===== src/pkg/dsc_defines.vh =====
/*
 Constants for the serial converter command port controller: register
 offsets of the Wishbone slave, frame layout, command codes and serial
 timing counts. Assumes a 20 MHz system clock.
*/
`ifndef DSC_DEFINES_VH
`define DSC_DEFINES_VH

// Wishbone register offsets (byte addresses)
`define DSC_ADDR_CTRL      4'h0
`define DSC_ADDR_DATA      4'h4
`define DSC_ADDR_STAT      4'h8
`define DSC_ADDR_SHADOW    4'hC

// Control register fields
`define DSC_CTRL_GO_BIT    0
`define DSC_CTRL_CMD_LSB   4
`define DSC_CTRL_CMD_MSB   6
`define DSC_CTRL_SEL_LSB   8
`define DSC_CTRL_SEL_MSB   9

// Status register fields
`define DSC_STAT_BUSY_BIT  0
`define DSC_STAT_DONE_BIT  1
`define DSC_STAT_SHDN_BIT  2

// Frame layout, most significant bit first
`define DSC_FRAME_BITS     16
`define DSC_CODE_BITS      10
`define DSC_CMD_LSB        13
`define DSC_CODE_LSB       3
`define DSC_SUB_ZERO       3'h0

// Command codes
`define DSC_CMD_LOAD_UPD   3'h0
`define DSC_CMD_LOAD_IN    3'h1
`define DSC_CMD_UPDATE     3'h2
`define DSC_CMD_NO_OPERATION 3'h3
`define DSC_CMD_SHDN       3'h7

// Reset values
`define DSC_CODE_RST       10'h000
`define DSC_CMD_RST        3'h3

// Serial timing: times in ns, counts derived from the 50 ns clock
`define DSC_CLK_NS         50
`define DSC_SCLK_HALF_NS   100
`define DSC_SEL_HIGH_NS    100
`define DSC_SCLK_HALF_CYC \
  ((`DSC_SCLK_HALF_NS + `DSC_CLK_NS - 1) / `DSC_CLK_NS)
`define DSC_SEL_HIGH_CYC \
  ((`DSC_SEL_HIGH_NS + `DSC_CLK_NS - 1) / `DSC_CLK_NS)
`define DSC_DEV_COUNT      4

`endif


===== src/verilog/dsc_shifter.v =====
/*
 Serial shifter: sends one 16-bit frame MSB first on a divided serial
 clock with an active-low select. Data changes on the falling clock
 and is stable across the rising edge, where the device samples it.
 Assumes a single system clock and synchronous active-high reset.
*/
`timescale 1ns/1ns
`include "dsc_defines.vh"

module dsc_shifter (
  input  wire        clk_i,
  input  wire        rst_i,
  input  wire        start_i,
  input  wire [15:0] frame_i,
  output wire        busy_o,
  output reg         done_o,
  output reg         sclk_o,
  output reg         sdata_o,
  output reg         sel_n_o
);

  localparam [3:0] ST_IDLE  = 4'b0001;
  localparam [3:0] ST_SETUP = 4'b0010;
  localparam [3:0] ST_SHIFT = 4'b0100;
  localparam [3:0] ST_GAP   = 4'b1000;

  reg [3:0]  state_q;
  reg [15:0] sreg_q;
  reg [4:0]  bit_q;
  reg [2:0]  tmr_q;

  assign busy_o = ~state_q[0];

  // Half-period timer paces the serial clock at 5 MHz, below 10 MHz
  always @(posedge clk_i) begin
    done_o <= 1'b0;
    if (rst_i) begin
      state_q <= ST_IDLE;
      sreg_q  <= 16'h0000;
      bit_q   <= 5'h00;
      tmr_q   <= 3'h0;
      sclk_o  <= 1'b0;
      sdata_o <= 1'b0;
      sel_n_o <= 1'b1;
    end else begin
      case (state_q)
        ST_IDLE: begin
          sclk_o <= 1'b0;
          if (start_i) begin
            sreg_q  <= frame_i;
            sel_n_o <= 1'b0;
            sdata_o <= frame_i[15];
            bit_q   <= 5'h00;
            tmr_q   <= 3'h0;
            state_q <= ST_SETUP;
          end
        end
        ST_SETUP: begin
          // Select leads the first rising edge by two half periods, this one and the first shift wait
          if (tmr_q == `DSC_SCLK_HALF_CYC - 1) begin
            tmr_q   <= 3'h0;
            state_q <= ST_SHIFT;
          end else begin
            tmr_q <= tmr_q + 3'h1;
          end
        end
        ST_SHIFT: begin
          if (tmr_q == `DSC_SCLK_HALF_CYC - 1) begin
            tmr_q  <= 3'h0;
            sclk_o <= ~sclk_o;
            if (sclk_o) begin
              // Falling edge: next bit, or close after bit sixteen
              if (bit_q == `DSC_FRAME_BITS - 1) begin
                state_q <= ST_GAP;
              end else begin
                bit_q   <= bit_q + 5'h01;
                sreg_q  <= {sreg_q[14:0], 1'b0};
                sdata_o <= sreg_q[14];
              end
            end
          end else begin
            tmr_q <= tmr_q + 3'h1;
          end
        end
        ST_GAP: begin
          // Select rise latches the word; hold it high the minimum width
          sel_n_o <= 1'b1;
          if (tmr_q == `DSC_SEL_HIGH_CYC) begin
            done_o  <= 1'b1;
            tmr_q   <= 3'h0;
            state_q <= ST_IDLE;
          end else begin
            tmr_q <= tmr_q + 3'h1;
          end
        end
        default: state_q <= ST_IDLE;
      endcase
    end
  end

endmodule // dsc_shifter


===== src/verilog/dsc_host.v =====
/*
 Host controller for a serial 10-bit converter command port. Software
 writes a command, a code and a device select over classic Wishbone,
 then sets go; the block sends one 16-bit frame on the shared serial
 clock and data lines with the addressed device's select. It keeps a
 shadow of each device's registers and power state for readback.
 Assumes one 20 MHz clock, synchronous active-high reset, and up to
 four converters that share the serial clock and data lines, each with
 its own active-low select. There is no interrupt: software polls the
 status word until done is set. A go written while a frame is in flight
 is dropped without an error, so software must wait for done first.
 The shadow copies mirror what each converter should hold; they are
 never read back from the link, so a converter that missed a frame
 will disagree with its shadow silently.
*/
// Added by the designer: the placing of the registers and register access over Wishbone.
`timescale 1ns/1ns
`include "dsc_defines.vh"

module dsc_host (
  input  wire        clk_i,
  input  wire        rst_i,
  // Classic Wishbone slave
  input  wire        wb_cyc_i,
  input  wire        wb_stb_i,
  input  wire        wb_we_i,
  input  wire [3:0]  wb_adr_i,
  input  wire [3:0]  wb_sel_i,
  input  wire [31:0] wb_dat_i,
  output reg  [31:0] wb_dat_o,
  output wire        wb_ack_o,
  // Serial link to the converters
  output wire        sclk_o,
  output wire        sdata_o,
  output wire [3:0]  sel_n_o
);

  reg  [2:0]  cmd_q;
  reg  [9:0]  code_q;
  reg  [1:0]  dev_q;
  reg  [1:0]  act_dev_q;
  reg         go_q;
  reg         done_q;
  reg         ack_q;
  reg  [9:0]  in_q   [0:`DSC_DEV_COUNT-1];
  reg  [9:0]  conv_q [0:`DSC_DEV_COUNT-1];
  reg  [`DSC_DEV_COUNT-1:0] shdn_q;
  reg  [15:0] frame_q;
  wire        busy;
  wire        sent;
  wire        sh_sel_n;
  wire        wb_req;
  wire        wr_ctrl;
  wire        wr_data;
  wire        cmd_shdn;
  wire        cmd_load_upd;
  wire        cmd_load_in;
  wire        cmd_update;
  wire [9:0]  sent_code;
  wire [31:0] stat_word;

  // Bus decode; a write lands on the edge that raises ack, once per ack
  assign wb_req  = wb_cyc_i & wb_stb_i;
  assign wb_ack_o = ack_q;
  assign wr_ctrl = wb_req & ~ack_q & wb_we_i & (wb_adr_i == `DSC_ADDR_CTRL);
  assign wr_data = wb_req & ~ack_q & wb_we_i & (wb_adr_i == `DSC_ADDR_DATA);

  // Decode of the frame last sent; bit 15 only tells shutdown from no-op
  assign cmd_shdn     = (frame_q[15:`DSC_CMD_LSB] == `DSC_CMD_SHDN);
  assign cmd_load_upd = (frame_q[14:`DSC_CMD_LSB] == 2'h0);
  assign cmd_load_in  = (frame_q[14:`DSC_CMD_LSB] == 2'h1);
  assign cmd_update   = (frame_q[14:`DSC_CMD_LSB] == 2'h2);
  assign sent_code    = frame_q[`DSC_CMD_LSB-1:`DSC_CODE_LSB];

  // Status word: shutdown shadow of the selected device, done, busy
  assign stat_word = {29'h0000000, shdn_q[dev_q], done_q, busy};

  // One-cycle ack, one cycle after the request edge; dropped the next
  // cycle, so a master that still holds cyc is acked again every second cycle
  always @(posedge clk_i) begin
    if (rst_i) begin
      ack_q <= 1'b0;
    end else begin
      ack_q <= wb_req & ~ack_q;
    end
  end

  // Register writes; go is ignored while a frame is in flight
  always @(posedge clk_i) begin
    if (rst_i) begin
      cmd_q     <= `DSC_CMD_RST;
      code_q    <= `DSC_CODE_RST;
      dev_q     <= 2'h0;
      act_dev_q <= 2'h0;
      go_q      <= 1'b0;
      frame_q   <= 16'h0000;
    end else begin
      go_q <= 1'b0;
      if (wr_data && wb_sel_i[0]) begin
        code_q[7:0] <= wb_dat_i[7:0];
      end
      if (wr_data && wb_sel_i[1]) begin
        code_q[9:8] <= wb_dat_i[9:8];
      end
      if (wr_ctrl && wb_sel_i[0]) begin
        cmd_q <= wb_dat_i[`DSC_CTRL_CMD_MSB:`DSC_CTRL_CMD_LSB];
        // Go is dropped while busy or pending; the frame keeps its copy
        // of command, code and device so later writes cannot disturb it
        if (wb_dat_i[`DSC_CTRL_GO_BIT] && !busy && !go_q) begin
          go_q      <= 1'b1;
          frame_q   <= {wb_dat_i[`DSC_CTRL_CMD_MSB:`DSC_CTRL_CMD_LSB],
                        code_q, `DSC_SUB_ZERO};
          act_dev_q <= (wb_sel_i[1]) ?
                       wb_dat_i[`DSC_CTRL_SEL_MSB:`DSC_CTRL_SEL_LSB] : dev_q;
        end
      end
      if (wr_ctrl && wb_sel_i[1]) begin
        dev_q <= wb_dat_i[`DSC_CTRL_SEL_MSB:`DSC_CTRL_SEL_LSB];
      end
    end
  end

  // Done is sticky until a new go; a finishing frame wins over the clear
  // Software polls this bit, as there is no interrupt line
  always @(posedge clk_i) begin
    if (rst_i) begin
      done_q <= 1'b0;
    end else if (sent) begin
      done_q <= 1'b1;
    end else if (go_q) begin
      done_q <= 1'b0;
    end
  end

  // Shadow of each device, updated on the done pulse after the select gap at frame end
  genvar g;
  generate
    for (g = 0; g < `DSC_DEV_COUNT; g = g + 1) begin : g_shadow
      always @(posedge clk_i) begin
        if (rst_i) begin
          in_q[g]   <= `DSC_CODE_RST;
          conv_q[g] <= `DSC_CODE_RST;
          shdn_q[g] <= 1'b0;
        end else if (sent && act_dev_q == g) begin
          // Input register is left alone in shutdown for a later recall
          if (cmd_shdn) begin
            shdn_q[g] <= 1'b1;
          end else if (cmd_load_upd) begin
            in_q[g]   <= sent_code;
            conv_q[g] <= sent_code;
            shdn_q[g] <= 1'b0;
          end else if (cmd_load_in) begin
            in_q[g]   <= sent_code;
          end else if (cmd_update) begin
            conv_q[g] <= in_q[g];
            shdn_q[g] <= 1'b0;
          end
          // 011 leaves everything as it was
        end
      end
    end
  endgenerate

  // Read mux; unmapped offsets read zero
  // Data is registered and stands while ack is high
  always @(posedge clk_i) begin
    if (rst_i) begin
      wb_dat_o <= 32'h00000000;
    end else begin
      wb_dat_o <= 32'h00000000;
      case (wb_adr_i)
        `DSC_ADDR_CTRL:
          wb_dat_o <= {22'h000000, dev_q, 1'b0, cmd_q, 4'h0};
        `DSC_ADDR_DATA:
          wb_dat_o <= {22'h000000, code_q};
        `DSC_ADDR_STAT:
          wb_dat_o <= stat_word;
        `DSC_ADDR_SHADOW:
          wb_dat_o <= {6'h00, conv_q[dev_q], 6'h00, in_q[dev_q]};
        default:
          wb_dat_o <= 32'h00000000;
      endcase
    end
  end

  // Serial engine; one frame at a time, paced well under ten megahertz
  dsc_shifter u_shifter (
    .clk_i   (clk_i),
    .rst_i   (rst_i),
    .start_i (go_q),
    .frame_i (frame_q),
    .busy_o  (busy),
    .done_o  (sent),
    .sclk_o  (sclk_o),
    .sdata_o (sdata_o),
    .sel_n_o (sh_sel_n)
  );

  // Shared clock and data; only the addressed device sees select low
  generate
    for (g = 0; g < `DSC_DEV_COUNT; g = g + 1) begin : g_sel
      assign sel_n_o[g] = (act_dev_q == g) ? sh_sel_n : 1'b1;
    end
  endgenerate

endmodule // dsc_host


===== config.mk =====
export PLATFORM = sky130hd
export DESIGN_NAME = dsc_host
export DESIGN_NICKNAME = d
export VERILOG_FILES = /design/src/verilog/dsc_shifter.v /design/src/verilog/dsc_host.v
export VERILOG_INCLUDE_DIRS = /design/src /design/src/pkg
export SDC_FILE = /design/constraint.sdc
export NUM_CORES = 1
export LEC_CHECK = 0
export ABC_CLOCK_PERIOD_IN_PS = 2700
export BUFFER_PORTS_ARGS = -buffer_cell sky130_fd_sc_hd__buf_4
export CAP_MARGIN = 10
export CORE_ASPECT_RATIO = 0.6
export CORE_MARGIN = 2
export CORE_UTILIZATION = 35
export DETAILED_ROUTE_END_ITERATION = 7
export PLACE_DENSITY = 0.53
export SYNTH_ARGS = -nofsm -noshare
export SYNTH_HDL_FRONTEND = slang
export SYNTH_SLANG_ARGS = --single-unit

===== constraint.sdc =====
create_clock -name clk_i -period 2.7 [get_ports clk_i]
set_clock_uncertainty 0.05 [all_clocks]
set_input_delay 0.54 -clock clk_i [delete_from_list [all_inputs] [get_ports clk_i]]
set_output_delay 0.54 -clock clk_i [all_outputs]
set_load 0.005 [all_outputs]

# Word-level counts from Yosys, hierarchy flattened
# Memories as Yosys holds them, arrays and structs flattened. A register that Yosys moved wholly into a read port is not among the register bits.
# Cells that the tools add are included.
[classes]
n_eq_ne = 24
n_addsub = 2
n_reduce_logical = 32
bitwise_logic = 26
n_lt_le_gt_ge = 1
muxes = 112
[ops]
columns = ["operator", "n"]
rows = [
  ["2-to-1 mux 10 bit", 16],
  ["case mux 26 bit (4 select lines)", 1],
  ["2-to-1 mux 1 bit", 65],
  ["2-to-1 mux 15 bit", 4],
  ["case mux 15 bit (2 select lines)", 1],
  ["2-to-1 mux 4 bit", 6],
  ["2-to-1 mux 5 bit", 4],
  ["OR 1 bit", 16],
  ["case mux 4 bit (4 select lines)", 1],
  ["== test 4 bit, second input constant", 3],
  ["AND reduction 3 bit", 4],
  ["logical AND 1 bit", 10],
  ["2-to-1 mux 2 bit", 5],
  ["inequality test 2 x 1 -> 1 bit, second input constant", 5],
  ["case mux 5 bit (2 select lines)", 1],
  ["2-to-1 mux 3 bit", 3],
  ["case mux 3 bit (3 select lines)", 1],
  ["== test 4 x 3 -> 1 bit, second input constant", 2],
  ["AND reduction 2 bit", 4],
  ["== test 2 bit, second input constant", 3],
  ["case mux 1 bit (2 select lines)", 3],
  ["AND reduction 6 bit", 1],
  ["nonzero test 2 bit", 3],
  ["nonzero test 3 bit", 2],
  ["other kinds (20)", 33],
]
[totals]
word_cells = 221
mem_count = 2
inputBits = 45
mem_bits_rw = 80
output_inout_bits = 39
regBits = 100
[mem_list]
columns = ["memory", "words", "word_bits", "read_ports", "rd_clocked_by_memory_dff", "wr", "line", "source"]
rows = [
  ["conv_q", 4, 10, 1, 1, 4, "dsc_host.v:46", "reg [9:0] conv_q [0:`DSC_DEV_COUNT-1];"],
  ["in_q", 4, 10, 5, 1, 4, "dsc_host.v:45", "reg [9:0] in_q [0:`DSC_DEV_COUNT-1];"],
]

# Logic depth before layout (Yosys ltp)
[depth]
ltp_word = 9
depth_mapped = 8
mapped_depth_nobuf = 7

# By module
# From an unflattened synthesis, not the netlist that was laid out.
[hier_totals]
hier_cells = 662
hier_area_um2 = 7733.7
[by_module_without_submodules]
columns = ["module", "n_inst", "area_per_inst_um2", "cells_per_inst", "seq_area_each_um2"]
rows = [
  ["dsc_host", 1, 6065.8, 492, 3583.4],
  ["dsc_shifter", 1, 1667.8, 170, 620.6],
]

# Worst setup path after synthesis
# OpenSTA, ideal clock, no wires.
[synth_path]
kind = "reg-to-reg"
start = "register frame_q[14]"
end = "memory in_q[2][0] (enable)"
n_path_buf = 2
required_ps = 2259
path_slack_ps = 704
setup_time_ps = 391
arrival_ps = 1555
path_stages_with_launch = 4
synth_period_minus_slack_ps = 1996
cell_sequence = "dfxtp_1 > buf_1 > buf_2 > o21ai_0"
[synth_rtl]
columns = ["element", "line", "source"]
rows = [
  ["start: declaration", "dsc_host.v:48", "reg [15:0] frame_q;"],
  ["start signal: assignment", "dsc_host.v:111", "frame_q <= {wb_dat_i[`DSC_CTRL_CMD_MSB:`DSC_CTRL_CMD_LSB],"],
  ["end: declaration", "dsc_host.v:45", ""],
]

# Worst setup path after layout
[layout_path]
start = "register act_dev_q[1]"
end = "output port sel_n_o[3]"
[layout_between]
elab_chain_cells = 2
[layout_rtl]
columns = ["element", "line", "source"]
rows = [
  ["start: declaration", "dsc_host.v:41", "reg [1:0] act_dev_q;"],
  ["start signal: assignment", "dsc_host.v:113", "act_dev_q <= (wb_sel_i[1]) ?"],
  ["== test 2 bit", "dsc_host.v:202", "assign sel_n_o[g] = (act_dev_q == g) ? sh_sel_n : 1'b1;"],
  ["2-to-1 mux 1 bit", "dsc_host.v:202", ""],
  ["end: declaration", "dsc_host.v:35", "output wire [3:0] sel_n_o"],
]
# Every way passes these cells.

==> flow_metrics.tcl <==
set metrics [dict create \
    die_w_um 193 \
    fin_util_pct 41.3 \
    drive_above_1_share_pct 19.1 \
    fmax_ghz 0.396 \
    synth_ff_type "dfxtp_1" \
    wl_per_cell_um 20.9 \
    peakVddDrop_v 0.000464 \
    slowest_delay_ps 700 \
    cp-end-kind "output pin" \
    area_growth_syn_to_layout_pct 15.6 \
    crit_path_max_fanout 14 \
    gp_congestion 0.812 \
    avgSynthCellArea_um2 11.0 \
    m1WireLength_um 10400 \
    cts.sink_count 167 \
    dr_wl_met2_um 8260 \
    slew_headroom_pct 32.9 \
    critical_path_arrival_ps 1940 \
    grt_pass1_wl_um 32000 \
    vias_per_cell 5.42 \
    ys_seq_area_share_pct 55.2 \
    ys_top_cells_by_area "edfxtp_1, dfxtp_1, mux4_2" \
    synthArstFlopShare_pct 0 \
    hp-class "in2reg" \
    yosys_warnings 0 \
    synth_area_um2 7500 \
    ctsHoldBuffers 0 \
    synth.top_cells.by_count "dfxtp_1, edfxtp_1, nand2_1" \
    grt_max_degree 34 \
    max-clock-path-buffers 2 \
    swShare_pct 22.4 \
    p_int_mw 4.11 \
    crit_type "reg2out" \
    synthMostInstantiatedCell "dfxtp_1" \
    cts_buffers 17 \
    cts-root-buf "clkbuf_16" \
    ys_types 57 \
    core_um2 21000 \
    synth_top_area_share_pct 32.0 \
    insertedDiodeCount 0 \
    maxCapViolations 0 \
    rsz0062_at_grt "false" \
    track_usage_pct 19.4 \
    clkPwrFrac_pct 44.5 \
    nFillCells 2026 \
    wl_met3_um 2100 \
    worst_setup_path_start_kind "flop" \
    critPathSlowestCell "dfxtp_1" \
    die_height_um 117 \
    start_util_pct 35.7 \
    hpwlAfterDp_um 14500 \
    fin_crit_ps 2530 \
    setup_viol 0 \
    finalCritPeriodShare_pct 93.6 \
    tightest_slew_ps 1000 \
    synth_seq_cells 167 \
    cts_tree "done" \
    dieArea_um2 22700 \
    drt_iter0_drc 523 \
    maxSlewViolCount 0 \
    dp.cells 976 \
    cp_cell_sequence "nand2_1, or2_2, buf_4" \
    hold_viol 0 \
    critPathBufInv 1 \
    required_ps 2110 \
    cts_setup_buffers 0 \
    setup-tns-final_ps 0 \
    num_vias 5467 \
    synth_area_leader_cell "edfxtp_1" \
    grt_overflow 0 \
    stdcell_count 1008 \
    dr.pass1.iters 5 \
    leakage_nw 3.07 \
    p_sw_mw 1.19 \
    synth_edf_count 80 \
    drc 0 \
    power_density_nw_per_um2 611 \
    cts_resized 0 \
    clock_latency_ps 430 \
    port_buffers 47 \
    path_delay_family "flip-flops" \
    combPwrFrac_pct 3.6 \
    top_layer "met4" \
    clkTransAtPathRegs_ps 70 \
    rows 41 \
    ios 84 \
    sequentialPowerShare_pct 51.9 \
    wirelength_um 21000 \
    h-tree-depth 4 \
    run_status "complete, no violations" \
    layout.nets 763 \
    synthCells 680 \
    first_global_vias 5177 \
    antenna_found_initial 0 \
    ant_nets 0 \
]
==> metrics by stage <==
| step | setup WS, ps | hold slack, ps | area [µm²] | power (mW) |
|---|---|---|---|---|
| CTS | 204 | 288 | 8680 | 5.33 |
| global placement | 541 | 391 | 8120 | 2.99 |
| floorplan | 704 | 381 | 7550 | 2.90 |
| detailed placement | 440 | 404 | 8120 | 2.99 |
| global route | 78.2 | 303 | 8680 | 5.47 |
| finish | 173 | 304 | 8680 | 5.30 |
==> layout make-up <==
type | instances | area [µm²] | area share, %
Clock buffer | 21 | 464 | 5.35
Clock inverter | 11 | 97.6 | 1.12
Inverter | 8 | 30.0 | 0.346
Multi-Input combinational cell | 449 | 3040 | 35.1
Sequential cell | 167 | 4140 | 47.8
Tap cell | 279 | 349 | 4.02
Timing Repair Buffer | 73 | 548 | 6.32
==> worst min-delay path, cell delays in order <==
cell	delay [ps]
buf_4	100
nand2_1	50
nand3_1	60
==> cells by family after synthesis <==
logic type | count (synthesis) | share of synthesized area, %
AOI/OAI and AO/OA | 131 | 11.9
xor gates and xnor gates | 2 | 0.233
adders and majority gates | 2 | 0.333
buffers and inverters | 75 | 4.77
DFF | 167 | 55.2
muxes | 43 | 9.24
other | 1 | 0.0500
and+or+nand+nor | 259 | 18.2
==> routing by layer <==
| metal | up-vias | track usage, % |
|---|---|---|
| li1 | 2534 | - |
| met1 | 2688 | 30.4 |
| met2 | 224 | 24.6 |
| met3 | 21 | 6.47 |
| met4 | 0 | 5.97 |
| met5 | - | 0 |
==> worst paths after layout <==
| kind | start | end | slack (ps) | cells past startpoint |
|---|---|---|---|---|
| max | act_dev_q[1]$_SDFFE_PP0P_ | sel_n_o[3] | 170 | 3 |
| min | wb_dat_i[4] | cmd_q[0]$_SDFFE_PP1P_ | 300 | 3 |
| max reg2reg | act_dev_q[1]$_SDFFE_PP0P_ | conv_q[3][3]$_DFFE_PP_ | 420 | 3 |
| min reg2reg | shdn_q[3]$_SDFFE_PP0P_ | shdn_q[3]$_SDFFE_PP0P_ | 420 | 2 |
==> state kept, by name, summed over array words and instances (netlist names), named ones only <==
| name | cells |
|---|---|
| shdn_q | 4 |
| dev_q | 2 |
| u_shifter.sdata_o | 1 |
| u_shifter.tmr_q | 3 |
| u_shifter.sclk_o | 1 |
| u_shifter.bit_q | 5 |
| u_shifter.sel_n_o | 1 |
| conv_q | 40 |
| cmd_q | 3 |
| in_q | 40 |
| u_shifter.done_o | 1 |
| wb_dat_o | 20 |
| frame_q | 13 |
| act_dev_q | 2 |
| done_q | 1 |
| u_shifter.state_q | 4 |
| go_q | 1 |
| wb_ack_o | 1 |
| code_q | 10 |
| u_shifter.sreg_q | 12 |
==> cells in the final DEF, fill, tap and decap left out, types with 4 or more instances in the layout <==
| cell | count |
|---|---|
| or3_1 | 4 |
| nor3_1 | 9 |
| a31oi_1 | 4 |
| inv_1 | 9 |
| dfxtp_1 | 87 |
| nand3_1 | 28 |
| nor2_1 | 57 |
| clkbuf_16 | 17 |
| and3_1 | 15 |
| edfxtp_1 | 80 |
| a22o_1 | 28 |
| nand4_1 | 4 |
| and2_1 | 42 |
| buf_4 | 73 |
| a21oi_1 | 45 |
| o21ai_0 | 19 |
| nor3b_1 | 6 |
| nand2b_1 | 5 |
| mux4_2 | 21 |
| a311oi_1 | 14 |
| nand2_1 | 60 |
| mux2i_1 | 22 |
| nor2b_1 | 9 |
| conb_1 | 12 |
==> power groups by stage <==
stage,logic (mW),clock network [mW],registers (mW)
5_1_grt,0.207,2.51,2.75
3_5_place_dp,0.191,0,2.80
3_3_place_gp,0.188,0,2.80
4_1_cts,0.191,2.39,2.75
2_1_floorplan,0.116,0,2.78
6_report,0.192,2.36,2.75
Power figures use the tool's default switching activity.
